===== config.mk =====
export PLATFORM = sky130hd
export DESIGN_NAME = cpu_instr_exec_subset
export DESIGN_NICKNAME = d
export VERILOG_FILES = /design/src/cpu_exec_pkg.sv /design/src/cpu_instr_exec_subset.sv
export SDC_FILE = /design/constraint.sdc
export NUM_CORES = 2
export LEC_CHECK = 0
export BUFFER_PORTS_ARGS = -buffer_cell sky130_fd_sc_hd__buf_2
export CORE_MARGIN = 2
export CORE_UTILIZATION = 57
export DETAILED_ROUTE_END_ITERATION = 8
export PLACE_DENSITY = 0.76
export RECOVER_POWER = 100
export SYNTH_ARGS = -nofsm -noshare
export SYNTH_HDL_FRONTEND = slang
export SYNTH_SLANG_ARGS = --single-unit
export TNS_END_PERCENT = 100

===== constraint.sdc =====
create_clock -name clk_sys -period 9.5 [get_ports clk_sys]
set_input_delay 0.475 -clock clk_sys [delete_from_list [all_inputs] [get_ports clk_sys]]
set_output_delay 0.475 -clock clk_sys [all_outputs]
set_load 0.03 [all_outputs]

===== src/cpu_exec_pkg.sv =====
/*
 Constants, types and register map for the instruction execution subset.
 Assumes one 20 MHz system clock and an Avalon-MM master that issues
 one instruction word per write to the instruction register.
*/
// Overview of operation
// - Call pushes current program counter plus one onto the stack top.
// - Call loads literal into bits 10:0, latch bits 4:3 into 12:11.
// - Call takes two instruction cycles and changes no status flag.
// - Watchdog kick resets the watchdog counter to zero.
// - Watchdog kick also clears the watchdog prescaler count.
// - Watchdog kick sets expiry and powerdown flags, nothing else.
// - File zero clears the addressed file register, sets zero flag.
// - Accumulator zero clears accumulator, no operands, sets zero flag.
// - File invert yields the bitwise inverse; only zero flag moves.
// - Destination bit 0 sends result to accumulator, 1 back to the file.
// - Decrement subtracts one, routes by destination, updates zero flag.
// - Decrement-skip keeps flags; zero result skips, taking 2 cycles.
package cpu_exec_pkg;

	// Register byte offsets on the Avalon-MM port
	localparam logic [9:0] REG_INSTR = 10'h000;
	localparam logic [9:0] REG_PC = 10'h004;
	localparam logic [9:0] REG_ACC = 10'h008;
	localparam logic [9:0] REG_STATUS = 10'h00C;
	localparam logic [9:0] REG_LATCH = 10'h010;
	localparam logic [9:0] REG_STACK = 10'h014;
	localparam logic [9:0] REG_WDOG = 10'h018;
	localparam logic [9:0] REG_EXEC = 10'h01C;
	// Address bit that selects the file register window
	localparam int FILE_SEL_BIT = 9;

	// Status register bit positions
	localparam int ZERO_BIT = 0;
	localparam int POWERDOWN_BIT = 1;
	localparam int EXPIRY_BIT = 2;

	// Instruction encodings
	localparam logic [13:0] OP_KICK = 14'h0064;
	localparam logic [2:0] OP_CALL_TOP = 3'h4;
	localparam logic [5:0] OP_CLEAR = 6'h01;
	localparam logic [5:0] OP_INVERT = 6'h09;
	localparam logic [5:0] OP_DEC = 6'h03;
	localparam logic [5:0] OP_DECSKIP = 6'h0B;

	// Field positions
	localparam int LATCH_HI = 4;
	localparam int LATCH_LO = 3;
	localparam int LIT_HI = 10;
	localparam int EXEC_PTR_LO = 4;

	// Reset values, zero byte and program counter steps
	localparam logic [12:0] PC_RST = 13'h0000;
	localparam logic [7:0] ACC_RST = 8'h00;
	localparam logic [4:0] LATCH_RST = 5'h00;
	localparam logic [7:0] WDOG_RST = 8'h00;
	localparam logic [7:0] BYTE_ZERO = 8'h00;
	localparam logic [12:0] PC_STEP = 13'h0001;
	localparam logic [12:0] PC_SKIP_STEP = 13'h0002;

	// Bus handshake states, Gray along idle-exec-exec-ack
	typedef enum logic [1:0]
	{
		ST_IDLE = 2'b00,
		ST_EXEC1 = 2'b01,
		ST_EXEC2 = 2'b11,
		ST_ACK = 2'b10
	} bus_state_t;

	// Byte-oriented file instruction layout
	typedef struct packed
	{
		logic [5:0] opcode;
		logic dest;
		logic [6:0] fileAddr;
	} file_instr_t;

endpackage : cpu_exec_pkg


===== src/cpu_instr_exec_subset.sv =====
/*
 Execution core for call, watchdog kick, clears, invert, decrement and
 decrement-skip, with file registers, a return stack and a watchdog.
 Assumes an Avalon-MM master that holds each request until it sees
 waitrequest low, and a synchronous active-high reset.
*/
`timescale 1ns/10ps

module cpu_instr_exec_subset #(
	parameter int STACK_DEPTH = 8,
	parameter int FILE_DEPTH = 128,
	parameter int WD_PRESCALE = 256
) (
	// Clock and reset
	input wire logic clk_sys,
	input wire logic sys_rst,
	// Avalon-MM slave
	input wire logic [9:0] address,
	input wire logic read,
	input wire logic write,
	input wire logic [31:0] writedata,
	input wire logic [3:0] byteenable,
	output logic [31:0] readdata,
	output logic waitrequest,
	// Status flags for observation
	output logic zeroFlag,
	output logic powerdownFlag,
	output logic watchdogExpiryFlag
);

	localparam int PTR_W = $clog2(STACK_DEPTH);
	localparam int PRE_W = $clog2(WD_PRESCALE);
	localparam logic [PRE_W-1:0] PRE_LAST = PRE_W'(WD_PRESCALE - 1);
	localparam logic [PTR_W-1:0] PTR_ONE = PTR_W'(1);

	cpu_exec_pkg::bus_state_t state;
	cpu_exec_pkg::file_instr_t instr;
	logic [13:0] instrWord;
	logic [12:0] pc;
	logic [7:0] accumulator;
	logic [4:0] program_counter_high_latch;
	logic [12:0] stackMem [STACK_DEPTH];
	logic [PTR_W-1:0] stackPtr;
	logic [7:0] fileMem [FILE_DEPTH];
	logic [PRE_W-1:0] wdPrescale;
	logic [7:0] watchdog_counter;
	logic lastSkipped;

	logic isCall, isKick, isFileZero, isAccZero;
	logic isInvert, isDec, isDecSkip, usesDest, twoCycle;
	logic [7:0] fileVal, result;
	logic resultZero, execNow, busWr, fileHit, wdTick, wdExpire;
	logic [12:0] stack_top;
	logic [31:0] next_readdata;

	// Byte-lane merge so partial writes keep untouched lanes
	function automatic logic [31:0] merge_lanes(
		input logic [31:0] oldVal,
		input logic [31:0] newVal,
		input logic [3:0] be
	);
		logic [31:0] merged;
		merged = oldVal;
		for (int i = 0; i < 4; i++)
			if (be[i])
				merged[8*i +: 8] = newVal[8*i +: 8];
		return merged;
	endfunction : merge_lanes

	// Instruction decode and datapath
	always_comb
	begin
		isCall = instrWord[13:11] == cpu_exec_pkg::OP_CALL_TOP;
		isKick = instrWord == cpu_exec_pkg::OP_KICK;
		isFileZero = instr.opcode == cpu_exec_pkg::OP_CLEAR && instr.dest;
		isAccZero = instr.opcode == cpu_exec_pkg::OP_CLEAR
			&& !instr.dest;
		isInvert = instr.opcode == cpu_exec_pkg::OP_INVERT;
		isDec = instr.opcode == cpu_exec_pkg::OP_DEC;
		isDecSkip = instr.opcode == cpu_exec_pkg::OP_DECSKIP;
		usesDest = isInvert || isDec || isDecSkip;
		fileVal = fileMem[instr.fileAddr];
		if (isInvert)
			result = ~fileVal;
		else if (isDec || isDecSkip)
			result = fileVal - 8'h01;
		else
			result = cpu_exec_pkg::BYTE_ZERO;
		resultZero = result == cpu_exec_pkg::BYTE_ZERO;
		twoCycle = isCall || (isDecSkip && resultZero);
	end

	// Bus strobes and shared values
	assign execNow = state == cpu_exec_pkg::ST_EXEC1;
	assign busWr = state == cpu_exec_pkg::ST_IDLE && write;
	assign fileHit = address[cpu_exec_pkg::FILE_SEL_BIT];
	assign stack_top = stackMem[stackPtr];
	assign wdTick = wdPrescale == PRE_LAST;
	assign wdExpire = wdTick && watchdog_counter == 8'hFF;

	// Read data mux; unmapped offsets read as zero
	always_comb
	begin
		next_readdata = 32'h0000_0000;
		if (fileHit)
			next_readdata = {24'h00_0000, fileMem[address[8:2]]};
		else
			case (address)
				cpu_exec_pkg::REG_INSTR:
					next_readdata = {18'h0_0000, instrWord};
				cpu_exec_pkg::REG_PC:
					next_readdata = {19'h0_0000, pc};
				cpu_exec_pkg::REG_ACC:
					next_readdata = {24'h00_0000, accumulator};
				cpu_exec_pkg::REG_STATUS:
					next_readdata = {29'h0000_0000, watchdogExpiryFlag,
						powerdownFlag, zeroFlag};
				cpu_exec_pkg::REG_LATCH:
					next_readdata = {27'h000_0000, program_counter_high_latch};
				cpu_exec_pkg::REG_STACK:
					next_readdata = {19'h0_0000, stack_top};
				cpu_exec_pkg::REG_WDOG:
					next_readdata = {16'h0000, 8'(wdPrescale), watchdog_counter};
				cpu_exec_pkg::REG_EXEC:
					next_readdata = 32'(stackPtr) << cpu_exec_pkg::EXEC_PTR_LO
						| {31'h0000_0000, lastSkipped};
				default:
					next_readdata = 32'h0000_0000;
			endcase
	end

	// Handshake: waitrequest idles high and drops for one cycle per answer
	always_ff @(posedge clk_sys)
	begin
		if (sys_rst)
		begin
			state <= cpu_exec_pkg::ST_IDLE;
			waitrequest <= 1'b1;
			readdata <= 32'h0000_0000;
		end
		else
			case (state)
				cpu_exec_pkg::ST_IDLE:
					if (read)
					begin
						readdata <= next_readdata;
						waitrequest <= 1'b0;
						state <= cpu_exec_pkg::ST_ACK;
					end
					else if (write && !fileHit && address == cpu_exec_pkg::REG_INSTR)
						state <= cpu_exec_pkg::ST_EXEC1;
					else if (write)
					begin
						waitrequest <= 1'b0;
						state <= cpu_exec_pkg::ST_ACK;
					end
				cpu_exec_pkg::ST_EXEC1:
					if (twoCycle)
						state <= cpu_exec_pkg::ST_EXEC2;
					else
					begin
						waitrequest <= 1'b0;
						state <= cpu_exec_pkg::ST_ACK;
					end
				cpu_exec_pkg::ST_EXEC2:
				begin
					// Second cycle is the discarded slot, a no-operation
					waitrequest <= 1'b0;
					state <= cpu_exec_pkg::ST_ACK;
				end
				cpu_exec_pkg::ST_ACK:
				begin
					waitrequest <= 1'b1;
					state <= cpu_exec_pkg::ST_IDLE;
				end
				default:
				begin
					waitrequest <= 1'b1;
					state <= cpu_exec_pkg::ST_IDLE;
				end
			endcase
	end

	// Instruction word latched as the write is taken
	always_ff @(posedge clk_sys)
	begin
		if (sys_rst)
		begin
			instrWord <= 14'h0000;
			instr <= '0;
		end
		else if (busWr && !fileHit && address == cpu_exec_pkg::REG_INSTR)
		begin
			instrWord <= 14'(merge_lanes(32'(instrWord), writedata, byteenable));
			instr <= cpu_exec_pkg::file_instr_t'(14'(merge_lanes(32'(instrWord),
				writedata, byteenable)));
		end
	end

	// Program counter: call target, skip step or plain step
	always_ff @(posedge clk_sys)
	begin
		if (sys_rst)
			pc <= cpu_exec_pkg::PC_RST;
		else if (execNow && isCall)
			pc <= {program_counter_high_latch[cpu_exec_pkg::LATCH_HI:
				cpu_exec_pkg::LATCH_LO],
				instrWord[cpu_exec_pkg::LIT_HI:0]};
		else if (execNow && isDecSkip && resultZero)
			pc <= pc + cpu_exec_pkg::PC_SKIP_STEP;
		else if (execNow)
			pc <= pc + cpu_exec_pkg::PC_STEP;
		else if (busWr && !fileHit && address == cpu_exec_pkg::REG_PC)
			pc <= 13'(merge_lanes(32'(pc), writedata, byteenable));
	end

	// Return stack; deeper nesting than the depth wraps and overwrites
	always_ff @(posedge clk_sys)
	begin
		if (sys_rst)
		begin
			stackPtr <= '0;
			for (int i = 0; i < STACK_DEPTH; i++)
				stackMem[i] <= cpu_exec_pkg::PC_RST;
		end
		else if (execNow && isCall)
		begin
			stackMem[stackPtr + PTR_ONE] <= pc + cpu_exec_pkg::PC_STEP;
			stackPtr <= stackPtr + PTR_ONE;
		end
	end

	// Accumulator
	always_ff @(posedge clk_sys)
	begin
		if (sys_rst)
			accumulator <= cpu_exec_pkg::ACC_RST;
		else if (execNow && isAccZero)
			accumulator <= cpu_exec_pkg::BYTE_ZERO;
		else if (execNow && usesDest && !instr.dest)
			accumulator <= result;
		else if (busWr && !fileHit && address == cpu_exec_pkg::REG_ACC)
			accumulator <= 8'(merge_lanes(32'(accumulator), writedata, byteenable));
	end

	// File registers; left unreset, software initialises them
	always_ff @(posedge clk_sys)
	begin
		if (execNow && isFileZero)
			fileMem[instr.fileAddr] <= cpu_exec_pkg::BYTE_ZERO;
		else if (execNow && usesDest && instr.dest)
			fileMem[instr.fileAddr] <= result;
		else if (busWr && fileHit && byteenable[0])
			fileMem[address[8:2]] <= writedata[7:0];
	end

	// High latch, written only by software
	always_ff @(posedge clk_sys)
	begin
		if (sys_rst)
			program_counter_high_latch <= cpu_exec_pkg::LATCH_RST;
		else if (busWr && !fileHit && address == cpu_exec_pkg::REG_LATCH)
			program_counter_high_latch <= 5'(merge_lanes(
				32'(program_counter_high_latch), writedata, byteenable));
	end

	// Zero flag; call, kick and decrement-skip leave it alone
	always_ff @(posedge clk_sys)
	begin
		if (sys_rst)
			zeroFlag <= 1'b0;
		else if (execNow && (isFileZero || isAccZero))
			zeroFlag <= 1'b1;
		else if (execNow && (isInvert || isDec))
			zeroFlag <= resultZero;
		else if (busWr && !fileHit && address == cpu_exec_pkg::REG_STATUS
			&& byteenable[0])
			zeroFlag <= writedata[cpu_exec_pkg::ZERO_BIT];
	end

	// Watchdog prescaler and counter; kick beats a same-cycle tick
	always_ff @(posedge clk_sys)
	begin
		if (sys_rst)
		begin
			wdPrescale <= '0;
			watchdog_counter <= cpu_exec_pkg::WDOG_RST;
		end
		else if (execNow && isKick)
		begin
			wdPrescale <= '0;
			watchdog_counter <= cpu_exec_pkg::WDOG_RST;
		end
		else
		begin
			wdPrescale <= wdTick ? '0 : wdPrescale + PRE_W'(1);
			if (wdTick)
				watchdog_counter <= watchdog_counter + 8'h01;
		end
	end

	// Expiry flag drops on overflow; a kick in the same cycle wins
	always_ff @(posedge clk_sys)
	begin
		if (sys_rst)
		begin
			watchdogExpiryFlag <= 1'b1;
			powerdownFlag <= 1'b1;
		end
		else if (execNow && isKick)
		begin
			watchdogExpiryFlag <= 1'b1;
			powerdownFlag <= 1'b1;
		end
		else if (wdExpire)
			watchdogExpiryFlag <= 1'b0;
	end

	// Records whether the last decrement-skip skipped
	always_ff @(posedge clk_sys)
	begin
		if (sys_rst)
			lastSkipped <= 1'b0;
		else if (execNow && isDecSkip)
			lastSkipped <= resultZero;
	end

endmodule : cpu_instr_exec_subset


Word level (Yosys, flattened, before mapping)
Memories as Yosys holds them, arrays and structs flattened. A register that Yosys moved wholly into a read port is not among the register bits.
Cells that the tools add are included.
{"block": "totals", "ff_bits": 111, "mem_bits_rw": 1128, "input_bits": 50, "word_cells": 156, "n_memories": 2}
{"block": "op_classes", "addsub": 6, "n_eq_ne": 22, "mux": 52, "n_bitwise": 3, "reduce_logical": 54}
{"memory": "fileMem", "depth": 128, "width": 8, "read_ports": 2, "rd_ports_with_merged_regs": 1, "write_ports": 1, "line": "cpu_instr_exec_subset.sv:44", "rtl": "logic [7:0] fileMem [FILE_DEPTH];"}
{"memory": "stackMem", "depth": 8, "width": 13, "read_ports": 1, "rd_ports_with_merged_regs": 1, "write_ports": 8, "line": "cpu_instr_exec_subset.sv:42", "rtl": "logic [12:0] stackMem [STACK_DEPTH];"}
{"op": "$pmux 16 s8", "count": 1}
{"op": "$mux 13", "count": 5}
{"op": "$mux 8", "count": 8}
{"op": "$eq 10x5->1 const B", "count": 4}
{"op": "$logic_and 1x1->1", "count": 27}
{"op": "$mux 1", "count": 24}
{"op": "$mux 7", "count": 3}
{"op": "$eq 10x4->1 const B", "count": 2}
{"op": "$add 8x1->8 const B", "count": 2}
{"op": "$eq 8x8->1 const B", "count": 2}
{"op": "$mux 16", "count": 1}
{"op": "$eq 14x7->1 const B", "count": 1}
{"op": "$add 13x1->13 const B", "count": 1}
{"op": "$add 13x2->13 const B", "count": 1}
{"op": "$reduce_or 13->1", "count": 1}
{"op": "$eq 6x4->1 const B", "count": 2}
{"op": "$reduce_bool 4->1", "count": 3}
{"op": "$eq 10x3->1 const B", "count": 1}
{"op": "$logic_not 10->1", "count": 1}
{"op": "$reduce_and 2->1", "count": 5}
{"op": "$mux 3", "count": 3}
{"op": "$logic_not 8->1", "count": 1}
{"op": "$not 8->8", "count": 1}
{"op": "$pmux 2 s4", "count": 1}
{"op": "other kinds (25)", "count": 36}

Logic depth before layout (Yosys ltp)
{"block": "logic_depth", "depth_word": 10, "depth_mapped": 19, "depth_no_buf": 13}

Worst setup path after synthesis
Ideal clock, no wire load.
{"block": "synth_path", "kind": "reg-to-reg", "start": "register (tool-made name)", "end": "memory fileMem[0][7], data pin", "setup_ns": 1.197, "arrival_ns": 8.235, "required_time_ns": 8.303, "path_slack_ns": 0.068, "path_stages_with_launch": 13, "synth_period_minus_slack_ns": 9.432, "cell_sequence": "dfxtp_1 buf_2 buf_4 buf_2 clkbuf_1 mux4_2 mux4_2 mux4_2 nand2_1 nand4_1 o41ai_2 xor2_1 o21ai_0"}
{"element": "end: declaration", "line": "cpu_instr_exec_subset.sv:44"}

==> run metrics <==
outcome finished, violations left; failing checks capacitance limit, slew limit; syn avg cell area around 18 sq um; cell taking the most area after synthesis edfxtp_1; number of remaining DRC errors 0; post-route ant nets 0; post-CTS sizing 0; Mapped Cells 3283; Slew HR -121%; max cap viols 12; Post-CTS Setup Repair Bufs 0; Yosys reg bits 1219; grt ovf 0; leakage 21.1 nW; Synth top area share 58.8%; asr flop ratio synth 0%; Worst Hold Class in -> reg; share of layout cells above drive strength 1 about a quarter; FF/Latch Area around 0.036 sq mm; ys flop type edfxtp_1; Fillers between 6000 and 7000; number of global-route vias before repair around 34000; sequential area share after synthesis about three fifths; Crit Path Category reg -> reg; CP max stage cell clkbuf_2; initial antenna violation count 16; fin worst setup slack 1880 ps; PD cells 174 mW/mm^2; RePlAce Congestion 0.948; Final Core Density between 60% and 70%; H-tree depth 3; pre-CTS setup slack 2990 ps; worst hold path startpoint writedata[9]; Synth area leaders edfxtp_1 (59%), mux4_2 (23%), dfxtp_1 (3.2%); hold_buf cts 0; Ys Warns 0; crit path max fanout 84; first-pass GRT wire length 242000 microns; Synth cell types 71; Tot GR Track Use 32.9%; Max IR drop VDD 0.000205 V; Avg WL per Cell 36.2 microns; skew final 33.2 ps; die height 322 microns; pin count of the biggest net entering global routing 129; number of synthesized flops with an enable pin 1128; CTS tree yes; IO Port Bufs 48; crit start category flop; clk sinks 1219; Initial Utilization around 58%; Worst path max stage delay 1360 ps; row cnt 116; Worst Setup End Kind flop; multi-input logic area 0.0208 sq mm; Die Wd 322 microns; Area Overhead vs Synth 8.79%; final setup fails 0; DRT Pass-1 Iters 6; hpwl dp 107000 microns; IO Count 86; via count 34400; Achievable Freq 0.131 GHz; Num CTS Buffers 119; Total Wirelength 169000 microns; DR iter-0 viols 5664; slew at the pin closest to its max-slew limit approximately 3300 ps; Vias per Instance 7.38; Root Driver clkbuf_16; fin crit share roughly 80%; Layout Nets 3315; final hold violation count 0; RSZ-0062 raised after global routing no; crit-path cells buf_4, mux4_2, mux4_2, mux4_2, mux2i_1, nand4_1, o41ai_1, xor2_1, o21ai_4, buf_4, clkbuf_2; clk buf depth 3; die footprint between 0.1 and 0.15 sq mm; clk_lat worst skew 730 ps; Cell Area, Synth approximately 0.058 sq mm; Worst-path clk slew 60 ps; fin. max-slew vios around 850; CP arrival 7880 ps; CP dominant cell by count mux4_2; Worst EP required 9760 ps; Period minus WS final 7620 ps; core area between 0.1 and 0.15 sq mm; setup tns final 0 ps
-- cell usage in the layout (no fill, tap or decap), types with 18 or more instances in the layout --
cell type  count
nor2_1       335
o21ai_0       36
dfxtp_1       86
buf_4         35
mux2_2        23
nand4_1       18
a21oi_1       61
clkinv_2      25
xor2_1        26
mux4_2       598
a22oi_1       67
clkbuf_1      47
nand2_1      165
clkbuf_16    123
mux2i_1      165
nor3_1        18
nand3_1       58
clkinv_1      32
edfxtp_1    1128
buf_2         25
-- cell usage after synthesis (7+ instances only) --
cell type,count
nand4_1,18
inv_1,14
xnor2_1,17
buf_1,43
nand3_1,58
nor2_1,336
buf_6,9
nor3_1,18
clkbuf_1,144
nand3b_1,8
mux2_2,26
a31oi_1,9
buf_4,28
a221oi_1,15
o211ai_1,8
nor2b_1,12
dfxtp_1,91
nand2b_1,8
o21ai_0,41
a21oi_1,61
nand2_1,165
and3_1,11
a211oi_1,7
edfxtp_1,1128
xor2_1,26
buf_2,36
mux2i_1,164
a22oi_1,67
mux4_2,598
and2_1,13
-- cells by family (layout without fill, tap and decap cells) --
| family | after synthesis | in the layout | synth area share (%) |
|---|---|---|---|
| mux | 790 | 790 | 26.8 |
| fa+ha+maj | 6 | 6 | 0.130 |
| buf+inv | 276 | 339 | 2.17 |
| xor+xnor | 43 | 43 | 0.653 |
| flops | 1219 | 1219 | 61.9 |
| compound gates | 275 | 275 | 3.34 |
| simple gates | 672 | 672 | 5.01 |
| other cells | 2 | 18 | 0.0130 |
-- cell type report --
cell class                 count  area share [%]
clock buffer                 149            5.14
antenna                        1         0.00399
inverter                      16          0.0958
tap                         1298            2.59
multi-input combinational   1803            33.2
timing repair buffer         100            1.06
clock inverter                74            1.01
sequential                  1219            56.9
-- per-stage QoR --
step	instances	hold slack, ps	total power [mW]	instance area [sq um]
after CTS	4659	14.8	10.9	62800
final	4660	41.0	10.9	62700
after floorplan	3298	453	6.23	57700
after detailed placement	4436	454	6.35	59000
after global placement	4436	443	6.34	59000
after global routing	4659	28.6	11.2	62700
-- metal layers --
metal	track usage, %	wire length [microns]	vias to the layer above
met3	10.2	22600	534
met4	16.4	10000	18
met5	0	117	-
met2	49.2	76800	2641
met1	44.3	59300	17700
li1	-	-	13500
-- sequential cells by signal, summed over array words and instances (netlist names), named ones only --
name and count:
accumulator 8, fileMem 1024, instr 12, instrWord 2, lastSkipped 1, pc 13
program_counter_high_latch 5, readdata 16, stackMem 104, stackPtr 3, state 2, waitrequest 1
watchdogExpiryFlag 1, watchdog_counter 8, wdPrescale 8, zeroFlag 1
-- final timing paths --
check,to,slack (ps),cells past startpoint
worst max-delay path,fileMem[20][7],1880,11
worst min-delay path,instr[9],40,3
worst max register to register,fileMem[20][7],1880,11
worst min register to register,readdata[15],470,2
-- power by group --
group	internal, mW	switching (mW)	leakage (nW)
logic	0.143	0.252	6.20
clock network	2.64	2.06	1.89
registers	5.84	0.0102	13.0
total	8.62	2.32	21.1
-- worst max-delay path: cells and delay by family (launching register included) --
| family | cells | cell delay [ps] |
|---|---|---|
| multiplexers | 4 | 2270 |
| buffers and inverters | 3 | 2510 |
| XOR/XNOR | 1 | 260 |
| AO/OA/AOI/OAI | 2 | 810 |
| flip-flops | 1 | 890 |
| AND/OR/NAND/NOR | 1 | 210 |
(Power assumes the default switching activity.)
